[config.mk]
export PLATFORM = sky130hd
export DESIGN_NAME = sdram_cmd_decode_flat
export DESIGN_NICKNAME = d
export VERILOG_FILES = /design/src/rtl/sdram_cmd_pkg.sv /design/src/rtl/sdram_cmd_if.sv /design/src/rtl/sdram_cmd_decode.sv /design/src/flat_wrapper.sv
export SDC_FILE = /design/constraint.sdc
export NUM_CORES = 1
export LEC_CHECK = 0
export ABC_AREA = 1
export ABC_CLOCK_PERIOD_IN_PS = 6360
export BUFFER_PORTS_ARGS = -buffer_cell sky130_fd_sc_hd__buf_4
export CAP_MARGIN = 5
export CORE_AREA = 4 4 139 141
export CTS_BUF_LIST = sky130_fd_sc_hd__clkbuf_4
export DETAILED_ROUTE_END_ITERATION = 10
export DIE_AREA = 0 0 143 145
export GPL_ROUTABILITY_DRIVEN = 1
export HOLD_SLACK_MARGIN = 0.1
export PLACE_DENSITY = 0.75
export SLEW_MARGIN = 20
export SYNTH_ARGS = -nofsm -noshare
export SYNTH_HDL_FRONTEND = slang
export SYNTH_SLANG_ARGS = --single-unit
[constraint.sdc]
create_clock -name i_mclk -period 6.36 [get_ports i_mclk]
set_clock_uncertainty 0.1 [all_clocks]
set_input_delay 1.272 -clock i_mclk [delete_from_list [all_inputs] [get_ports i_mclk]]
set_output_delay 1.272 -clock i_mclk [all_outputs]
set_load 0.02 [all_outputs]
[src/rtl/sdram_cmd_pkg.sv]
/*
 holds the constants shared by both ends of the command link: widths,
 command strobe codes, mode encodings and the controller's spacing counts.
 assumes a single 125 MHz clock shared by both ends.
*/
package sdram_cmd_pkg;
   // ---------------------------------------------------------------
   // widths
   // ---------------------------------------------------------------
   localparam int BANKS      = 4;
   localparam int BANK_W     = 2;
   localparam int ADDR_W     = 12;
   localparam int COL_W      = 8;
   localparam int MASK_W     = 4;
   localparam int DATA_W     = 32;
   localparam int AP_BIT     = 10;
   localparam int BURST_W    = 9;
   // ---------------------------------------------------------------
   // command strobes {row, column, write}, active low
   // ---------------------------------------------------------------
   localparam logic [2:0] CMD_MODE  = 3'h0;
   localparam logic [2:0] CMD_REFR  = 3'h1;
   localparam logic [2:0] CMD_PRE   = 3'h2;
   localparam logic [2:0] CMD_ACT   = 3'h3;
   localparam logic [2:0] CMD_WRITE = 3'h4;
   localparam logic [2:0] CMD_READ  = 3'h5;
   localparam logic [2:0] CMD_STOP  = 3'h6;
   localparam logic [2:0] CMD_NOP   = 3'h7;
   // ---------------------------------------------------------------
   // full page burst length code and reset values
   // ---------------------------------------------------------------
   localparam logic [BURST_W-1:0] FULL_PAGE   = 9'h000;
   localparam logic [BURST_W-1:0] BURST_RESET = 9'h004;
   // ---------------------------------------------------------------
   // controller spacing, times in ns
   // ---------------------------------------------------------------
   localparam int CLK_NS = 8;
   localparam int ACTIVATE_TO_ACCESS_DELAY_NS = 18;
   localparam int SAME_BANK_ACTIVATE_CYCLE_NS = 60;
   localparam int BANK_TO_BANK_ACTIVATE_GAP_NS = 12;
   localparam int ACTIVE_MIN_NS = 42;
   localparam int ACTIVATE_TO_ACCESS_DELAY_CYC = (ACTIVATE_TO_ACCESS_DELAY_NS + CLK_NS - 1) / CLK_NS;
   localparam int SAME_BANK_ACTIVATE_CYCLE_CYC = (SAME_BANK_ACTIVATE_CYCLE_NS + CLK_NS - 1) / CLK_NS;
   localparam int BANK_TO_BANK_ACTIVATE_GAP_CYC = (BANK_TO_BANK_ACTIVATE_GAP_NS + CLK_NS - 1) / CLK_NS;
   localparam int ACTIVE_MIN_CYC = (ACTIVE_MIN_NS + CLK_NS - 1) / CLK_NS;
   localparam int CNT_W = 4;

   typedef enum logic [1:0] {
      MODE_RUN     = 2'b00,
      MODE_PDOWN   = 2'b01,
      MODE_SUSPEND = 2'b10,
      MODE_SREF    = 2'b11
   } mode_type;

   typedef enum logic [1:0] {
      REQ_ACT   = 2'b00,
      REQ_PRE   = 2'b01,
      REQ_READ  = 2'b10,
      REQ_WRITE = 2'b11
   } req_type;

   function automatic logic [CNT_W-1:0] cnt_of(input int cycles);
      cnt_of = CNT_W'(cycles);
   endfunction
endpackage

[src/rtl/sdram_cmd_if.sv]
/*
 holds the command pin bundle between the controller end and the memory end.
 assumes both ends run on the same clock; write data only flows controller to memory.
*/
interface sdram_cmd_if;
   import sdram_cmd_pkg::*;
   logic              cs_n;
   logic              ras_n;
   logic              cas_n;
   logic              we_n;
   logic              cke;
   logic [BANK_W-1:0] bank_select;
   logic [ADDR_W-1:0] addr;
   logic [MASK_W-1:0] byte_mask;
   logic [DATA_W-1:0] wdata;

   modport ctrl (output cs_n, ras_n, cas_n, we_n, cke, bank_select, addr, byte_mask, wdata);
   modport mem  (input  cs_n, ras_n, cas_n, we_n, cke, bank_select, addr, byte_mask, wdata);
endinterface

[src/rtl/sdram_cmd_decode.sv]
/*
 holds the memory end: command decode, clock-enable modes and per-bank row state.
 assumes the command pins come from the controller on the same clock edge domain;
 pins still pass two flops since they arrive from outside the chip.
*/
// Function
// - sample command pins on rising clock edge
// - chip select high means deselect, ignore rest
// - decode mode load, nop, burst stop
// - refresh: auto with gate high, self-refresh low
// - commands need prior gate high; exits low-to-high
// - gate falling with nop enters power-down
// - gate falling during burst enters clock suspend; here only if that edge carries nop, deselect or burst stop
// - gate low freezes burst from next cycle
// - burst stop only during running burst
// - column access: read/write, column, auto precharge
// - byte mask high discards that write lane
// - activate moves named idle bank active
// - activation captures twelve-bit row address
// - controller waits activate-to-access delay
// - controller precharges before reactivating, spaced
// - controller spaces activations across banks
// - writes unmasked by default after activation
// - precharge closes only the named bank
// - controller honours minimum active time, except on precharge-all; no maximum
// - precharge-all closes every bank
module sdram_cmd_decode
   import sdram_cmd_pkg::*;
(
   input  wire logic                    i_mclk,
   input  wire logic                    i_rst,
   sdram_cmd_if.mem                     pins,
   input  wire logic [BURST_W-1:0]      i_burst_len,
   output logic      [BANKS-1:0]        o_bank_active,
   output logic      [BANKS*ADDR_W-1:0] o_open_rows,
   output logic      [1:0]              o_mode,
   output logic                         o_burst_busy,
   output logic      [COL_W-1:0]        o_col,
   output logic      [BANK_W-1:0]       o_burst_bank,
   output logic                         o_burst_write,
   output logic                         o_auto_pre,
   output logic                         o_wr_en,
   output logic      [DATA_W-1:0]       o_wr_data,
   output logic      [MASK_W-1:0]       o_wr_lanes,
   output logic                         o_refresh,
   output logic                         o_mode_load,
   output logic      [ADDR_W-1:0]       o_mode_opcode
);
   // ---------------------------------------------------------------
   // pin synchronisers
   // ---------------------------------------------------------------
   localparam int PW = 5 + BANK_W + ADDR_W + MASK_W + DATA_W;
   logic [PW-1:0] meta_reg;
   logic [PW-1:0] samp_reg;
   logic          cke_prev_reg;

   always_ff @(posedge i_mclk or posedge i_rst) begin
      if (i_rst) begin
         meta_reg     <= '1;
         samp_reg     <= '1;
         cke_prev_reg <= 1'b1;
      end else begin
         meta_reg     <= {pins.cs_n, pins.ras_n, pins.cas_n, pins.we_n, pins.cke,
                          pins.bank_select, pins.addr, pins.byte_mask, pins.wdata};
         samp_reg     <= meta_reg;
         cke_prev_reg <= samp_reg[PW-5];
      end
   end

   wire               cs_n     = samp_reg[PW-1];
   wire [2:0]         strobes  = samp_reg[PW-2:PW-4];
   wire               cke      = samp_reg[PW-5];
   wire [BANK_W-1:0]  bank     = samp_reg[DATA_W+MASK_W+ADDR_W +: BANK_W];
   wire [ADDR_W-1:0]  addr     = samp_reg[DATA_W+MASK_W +: ADDR_W];
   wire [MASK_W-1:0]  mask     = samp_reg[DATA_W +: MASK_W];
   wire [DATA_W-1:0]  wdata    = samp_reg[DATA_W-1:0];

   // ---------------------------------------------------------------
   // decode
   // ---------------------------------------------------------------
   mode_type          mode_reg;
   mode_type          mode_next;
   logic [BANKS-1:0]  active_reg;
   logic [ADDR_W-1:0] row_reg [BANKS];
   logic              busy_reg;
   logic [BURST_W-1:0] left_reg;
   logic [BURST_W-1:0] len_reg;

   wire running   = (mode_reg == MODE_RUN);
   wire idle_nop  = cs_n || (strobes == CMD_NOP);
   wire live      = running && cke_prev_reg && !cs_n;
   wire all_idle  = (active_reg == '0);
   wire is_mode   = live && strobes == CMD_MODE && all_idle;
   wire is_refr   = live && strobes == CMD_REFR && all_idle;
   wire is_act    = live && strobes == CMD_ACT && !active_reg[bank];
   wire is_pre    = live && strobes == CMD_PRE;
   wire pre_all   = is_pre && addr[AP_BIT];
   wire is_col    = live && strobes[2] == 1'b1 && strobes[1] == 1'b0 && active_reg[bank];
   wire is_stop   = live && strobes == CMD_STOP && busy_reg;
   wire gate_fall = running && cke_prev_reg && !cke;
   wire gate_rise = !cke_prev_reg && cke;
   wire enter_pd  = gate_fall && idle_nop && !busy_reg;
   wire enter_sus = gate_fall && busy_reg && !(live && !idle_nop && strobes != CMD_STOP);
   wire enter_sr  = is_refr && !cke;
   wire frozen    = !cke_prev_reg;
   wire [BURST_W-1:0] eff_len = (i_burst_len == FULL_PAGE) ? BURST_W'(1 << COL_W) : i_burst_len;

   always_comb begin
      mode_next = mode_reg;
      unique case (mode_reg)
         MODE_RUN: begin
            if (enter_sr)
               mode_next = MODE_SREF;
            else if (enter_sus)
               mode_next = MODE_SUSPEND;
            else if (enter_pd)
               mode_next = MODE_PDOWN;
         end
         MODE_PDOWN, MODE_SREF: begin
            if (gate_rise && idle_nop)
               mode_next = MODE_RUN;
         end
         MODE_SUSPEND: begin
            if (gate_rise)
               mode_next = MODE_RUN;
         end
      endcase
   end

   // ---------------------------------------------------------------
   // mode, banks and rows
   // ---------------------------------------------------------------
   always_ff @(posedge i_mclk or posedge i_rst) begin
      if (i_rst) begin
         mode_reg   <= MODE_RUN;
         active_reg <= '0;
      end else begin
         mode_reg <= mode_next;
         if (is_act)
            active_reg[bank] <= 1'b1;
         else if (pre_all)
            active_reg <= '0;
         else if (is_pre)
            active_reg[bank] <= 1'b0;
      end
   end

   always_ff @(posedge i_mclk) begin
      if (is_act)
         row_reg[bank] <= addr;
   end

   // ---------------------------------------------------------------
   // burst tracking; the counter only models the burst's lifetime,
   // the column address is held as issued
   // ---------------------------------------------------------------
   always_ff @(posedge i_mclk or posedge i_rst) begin
      if (i_rst) begin
         busy_reg      <= 1'b0;
         left_reg      <= '0;
         len_reg       <= BURST_RESET;
         o_col         <= '0;
         o_burst_bank  <= '0;
         o_burst_write <= 1'b0;
         o_auto_pre    <= 1'b0;
      end else if (is_col) begin
         busy_reg      <= 1'b1;
         len_reg       <= i_burst_len;
         left_reg      <= eff_len - 9'h001;
         o_col         <= addr[COL_W-1:0];
         o_burst_bank  <= bank;
         o_burst_write <= !strobes[0];
         o_auto_pre    <= addr[AP_BIT] && (i_burst_len != FULL_PAGE);
      end else if (is_stop || (is_pre && (pre_all || bank == o_burst_bank))) begin
         busy_reg <= 1'b0;
      end else if (busy_reg && !frozen) begin
         if (left_reg == '0 && len_reg != FULL_PAGE)
            busy_reg <= 1'b0;
         else
            left_reg <= left_reg - 9'h001;
      end
   end

   // ---------------------------------------------------------------
   // write lanes and one-cycle strobes
   // ---------------------------------------------------------------
   // the issuing cycle is the first beat, so a burst of n spends only n-1 beats here
   wire beats_left = (left_reg != '0) || (len_reg == FULL_PAGE);
   wire wr_beat    = (is_col && !strobes[0]) ||
                     (busy_reg && o_burst_write && beats_left && !frozen && !is_col && !is_stop && running);

   always_ff @(posedge i_mclk or posedge i_rst) begin
      if (i_rst) begin
         o_wr_en       <= 1'b0;
         o_wr_data     <= '0;
         o_wr_lanes    <= '0;
         o_refresh     <= 1'b0;
         o_mode_load   <= 1'b0;
         o_mode_opcode <= '0;
      end else begin
         o_wr_en     <= wr_beat;
         o_wr_data   <= wdata;
         o_wr_lanes  <= wr_beat ? ~mask : '0;
         o_refresh   <= is_refr && cke;
         o_mode_load <= is_mode;
         if (is_mode)
            o_mode_opcode <= addr;
      end
   end

   assign o_bank_active = active_reg;
   assign o_mode        = mode_reg;
   assign o_burst_busy  = busy_reg;
   for (genvar b = 0; b < BANKS; b++) begin : g_rows
      assign o_open_rows[b*ADDR_W +: ADDR_W] = row_reg[b];
   end
endmodule

[src/flat_wrapper.sv]
// flat-port wrapper written by rule: the top's interface ports become plain ports
module sdram_cmd_decode_flat import sdram_cmd_pkg::*;
  (i_mclk, i_rst, i_burst_len, o_bank_active, o_open_rows, o_mode, o_burst_busy, o_col, o_burst_bank, o_burst_write, o_auto_pre, o_wr_en, o_wr_data, o_wr_lanes, o_refresh, o_mode_load, o_mode_opcode, pins_cs_n, pins_ras_n, pins_cas_n, pins_we_n, pins_cke, pins_bank_select, pins_addr, pins_byte_mask, pins_wdata);
  sdram_cmd_if pins_i ();
  input  wire logic i_mclk;
  input  wire logic i_rst;
  input  wire logic [BURST_W-1:0] i_burst_len;
  output logic      [BANKS-1:0] o_bank_active;
  output logic      [BANKS*ADDR_W-1:0] o_open_rows;
  output logic      [1:0] o_mode;
  output logic o_burst_busy;
  output logic      [COL_W-1:0] o_col;
  output logic      [BANK_W-1:0] o_burst_bank;
  output logic o_burst_write;
  output logic o_auto_pre;
  output logic o_wr_en;
  output logic      [DATA_W-1:0] o_wr_data;
  output logic      [MASK_W-1:0] o_wr_lanes;
  output logic o_refresh;
  output logic o_mode_load;
  output logic      [ADDR_W-1:0] o_mode_opcode;
  input wire logic [$bits(pins_i.cs_n)-1:0] pins_cs_n;
  input wire logic [$bits(pins_i.ras_n)-1:0] pins_ras_n;
  input wire logic [$bits(pins_i.cas_n)-1:0] pins_cas_n;
  input wire logic [$bits(pins_i.we_n)-1:0] pins_we_n;
  input wire logic [$bits(pins_i.cke)-1:0] pins_cke;
  input wire logic [$bits(pins_i.bank_select)-1:0] pins_bank_select;
  input wire logic [$bits(pins_i.addr)-1:0] pins_addr;
  input wire logic [$bits(pins_i.byte_mask)-1:0] pins_byte_mask;
  input wire logic [$bits(pins_i.wdata)-1:0] pins_wdata;
  assign pins_i.cs_n = pins_cs_n;
  assign pins_i.ras_n = pins_ras_n;
  assign pins_i.cas_n = pins_cas_n;
  assign pins_i.we_n = pins_we_n;
  assign pins_i.cke = pins_cke;
  assign pins_i.bank_select = pins_bank_select;
  assign pins_i.addr = pins_addr;
  assign pins_i.byte_mask = pins_byte_mask;
  assign pins_i.wdata = pins_wdata;
  sdram_cmd_decode u_core (.i_mclk(i_mclk), .i_rst(i_rst), .pins(pins_i), .i_burst_len(i_burst_len), .o_bank_active(o_bank_active), .o_open_rows(o_open_rows), .o_mode(o_mode), .o_burst_busy(o_burst_busy), .o_col(o_col), .o_burst_bank(o_burst_bank), .o_burst_write(o_burst_write), .o_auto_pre(o_auto_pre), .o_wr_en(o_wr_en), .o_wr_data(o_wr_data), .o_wr_lanes(o_wr_lanes), .o_refresh(o_refresh), .o_mode_load(o_mode_load), .o_mode_opcode(o_mode_opcode));
endmodule
==> flow_metrics.env <==
export IMPL_fin_cells=1069
export IMPL_multi_input_area_um2=1270
export IMPL_clkTransAtPathRegs_ps=70
export IMPL_antenna_found_initial=1
export IMPL_cp_end_kind="output port"
export IMPL_layout_nets=855
export IMPL_htree_num_levels=2
export IMPL_drv_cap=0
export IMPL_track_usage_pct=15.7
export IMPL_cts_resized=0
export IMPL_start_util_pct=44.7
export IMPL_hold_viol=0
export IMPL_numPortBuffers=183
export IMPL_core_um2=18000
export IMPL_postSynthCellCount=549
export IMPL_slowest_delay_ps=460
export IMPL_cts_setup_buffers=0
export IMPL_peakVddDrop_uv=196
export IMPL_finalPower_mw=3.87
export IMPL_grt_max_degree=200
export IMPL_leakagePower_nw=4.81
export IMPL_dieArea_um2=20700
export IMPL_max_freq_mhz=374
export IMPL_setup_viol=0
export IMPL_rsz0062_at_grt="false"
export IMPL_worstPathCellList="buf_4"
export IMPL_hold_buffers=0
export IMPL_ys_ff_latch=247
export IMPL_avgSynthCellArea_um2=14.6
export IMPL_placed_cells=954
export IMPL_vias_per_cell=4.52
export IMPL_ant_nets=0
export IMPL_period_needed_ps=2670
export IMPL_ys_types=39
export IMPL_die_y_um=145
export IMPL_arrival_ps=1300
export IMPL_io_pins=184
export IMPL_syn_nets=616
export IMPL_grt_ovfl_total=0
export IMPL_crit_buf_inv=1
export IMPL_chipWidth_um=143
export IMPL_dr_pass1_iters=4
export IMPL_dp_hpwl_mm=10.9
export IMPL_grt_pass1_vias=5208
export IMPL_p_per_area_nw_per_um2=370
export IMPL_relSlewSlack_pct=39.4
export IMPL_path_class="reg -> out"
export IMPL_wire_per_inst_um=15.0
export IMPL_crit_required_ps=4990
export IMPL_vias=4828
export IMPL_mappedNetlistArea_um2=8040
export IMPL_crit_path_start_kind="flop"
export IMPL_seq_area_um2=6560
export IMPL_rows=49
export IMPL_post_route_drc_count=0
export IMPL_drv_slew=0
export IMPL_cts_sinks=247
export IMPL_clk_path_buf_depth=3
export IMPL_status="finished clean"
export IMPL_cts_buffers=60
export IMPL_syn_to_final_growth_pct=30.2
export IMPL_path_delay_family="flip-flops"
export IMPL_drive_above_1_share_pct=50.4
export IMPL_wl_mm=16.0
export IMPL_hold_path_class="reg -> reg"
export IMPL_tightest_slew_ps=906
export IMPL_grt_pass1_wl_mm=26.1
export IMPL_gp_congestion=0.808
export IMPL_clk_latency_ps=650
export IMPL_critPathMaxFanout=5
export IMPL_critPathSlowestCell="dfrtp_1"
export IMPL_cts_tree="done"
export IMPL_fin_crit_sh_pct=42.0
export IMPL_seq_area_frac_synth_pct=81.6
export IMPL_drt_initial_drc_count=313
export IMPL_cts_root_buf="clkbuf_4"
export IMPL_yosys_warnings=0
export IMPL_nFillCells=1469
export IMPL_final_setup_tns_ps=0
[report_power, final]
part           switching (mW)  internal (mW)
logic                   0.427          0.283
clock network           0.586          0.626
registers               0.124           1.83
[final timing paths]
path,startpoint,endpoint,depth (start not counted),slack (ps)
max,u_core.o_mode[0],o_mode[0],1,3690
min,u_core.meta_reg[19],u_core.samp_reg[19],0,240
max reg2reg,u_core.samp_reg[49],u_core.left_reg[6],14,3770
min reg2reg,u_core.meta_reg[19],u_core.samp_reg[19],0,240
max in group asynchronous,i_rst,u_core.samp_reg[41],4,4630
min in group asynchronous,i_rst,u_core.o_wr_data[0],3,680
[cell type report]
cell class                 instances  share of cell area, %
antenna                            1                 0.0239
clock inverter                    27                   1.02
inverter                          39                   1.44
sequential                       247                   62.7
clock buffer                      86                   6.17
multi-input combinational        253                   12.2
tap                              229                   2.74
timing repair buffer             187                   13.7
[metal layers]
| layer | part of all wire [%] | vias up | track usage (%) | wire length (um) |
|---|---|---|---|---|
| met2 | 47 | 190 | 24.1 | 7570 |
| met3 | 11 | 31 | 7.37 | 1770 |
| li1 | - | 2313 | - | - |
| met4 | 2.3 | 0 | 5.94 | 371 |
| met1 | 39 | 2294 | 19.5 | 6330 |
| met5 | 0 | - | 0 | 0 |
[layout by cell type, fill, tap and decap left out, types with 2 or more instances in the layout]
master and count:
o21a_1 2, nand3_2 2, nor3_1 6, dfstp_2 112
nor2_8 2, buf_4 185, inv_2 10, nand4_1 5
a21oi_1 11, nor2_1 28, clkbuf_4 86, inv_1 29
nor2_2 4, o21ai_1 4, nand2_4 2, clkinv_1 25
nand2_2 7, nand3_1 27, nor2_4 5, o21ai_0 27
nor4_1 2, edfxtp_1 48, nand2_1 105, dfrtp_1 87
[logic make-up (layout without fill, tap and decap cells)]
logic type               after synthesis  in the layout  synth area share (%)
XOR/XNOR                               2              2                 0.218
AND/OR/NAND/NOR                      200            200                  12.0
buffers and inverters                 49            339                  2.60
other                                  0              1                     0
AO/OA/AOI/OAI                         50             50                  3.44
flip-flops                           247            247                  81.6
adder cells (fa/ha/maj)                1              1                 0.156
[cell usage after synthesis]
cell | n | area (um^2)
dfstp_2 | 112 | 2940
nand2_1 | 105 | 394
dfrtp_1 | 87 | 2180
edfxtp_1 | 48 | 1440
inv_1 | 30 | 113
nor2_1 | 30 | 113
nand3_1 | 27 | 135
o21ai_0 | 27 | 135
a21oi_1 | 11 | 55.1
inv_2 | 9 | 33.8
nand2_2 | 7 | 43.8
nor3_1 | 6 | 30.0
nand4_1 | 5 | 31.3
nor2_4 | 5 | 56.3
clkbuf_1 | 4 | 15.0
o21ai_1 | 4 | 20.0
buf_6 | 3 | 33.8
buf_2 | 2 | 10.0
nand2_4 | 2 | 22.5
nand3_2 | 2 | 20.0
nor2_2 | 2 | 12.5
nor2_8 | 2 | 40.0
nor4_1 | 2 | 12.5
o21a_1 | 2 | 15.0
a21o_1 | 1 | 7.51
a31oi_1 | 1 | 6.26
buf_1 | 1 | 3.75
ha_1 | 1 | 12.5
nand3_4 | 1 | 17.5
nand3b_1 | 1 | 7.51
nor4_2 | 1 | 12.5
o21ai_4 | 1 | 16.3
o21bai_1 | 1 | 7.51
o22ai_1 | 1 | 6.26
o31ai_1 | 1 | 7.51
or2_0 | 1 | 6.26
or2_2 | 1 | 6.26
xnor2_1 | 1 | 8.76
xor2_1 | 1 | 8.76
[through the flow]
step | instance area (um^2) | utilization [%] | hold WS [ps] | setup slack, ps
2_1_floorplan | 8040 | - | 245 | 2510
3_3_place_gp | 9670 | 53.9 | 245 | 3800
3_5_place_dp | 9670 | 53.9 | 247 | 3740
4_1_cts | 10400 | 58.0 | 245 | 3610
5_1_grt | 10500 | 58.2 | 243 | 3510
6_report | 10500 | 58.2 | 242 | 3690
No activity file was read; power rests on OpenSTA's default activity.
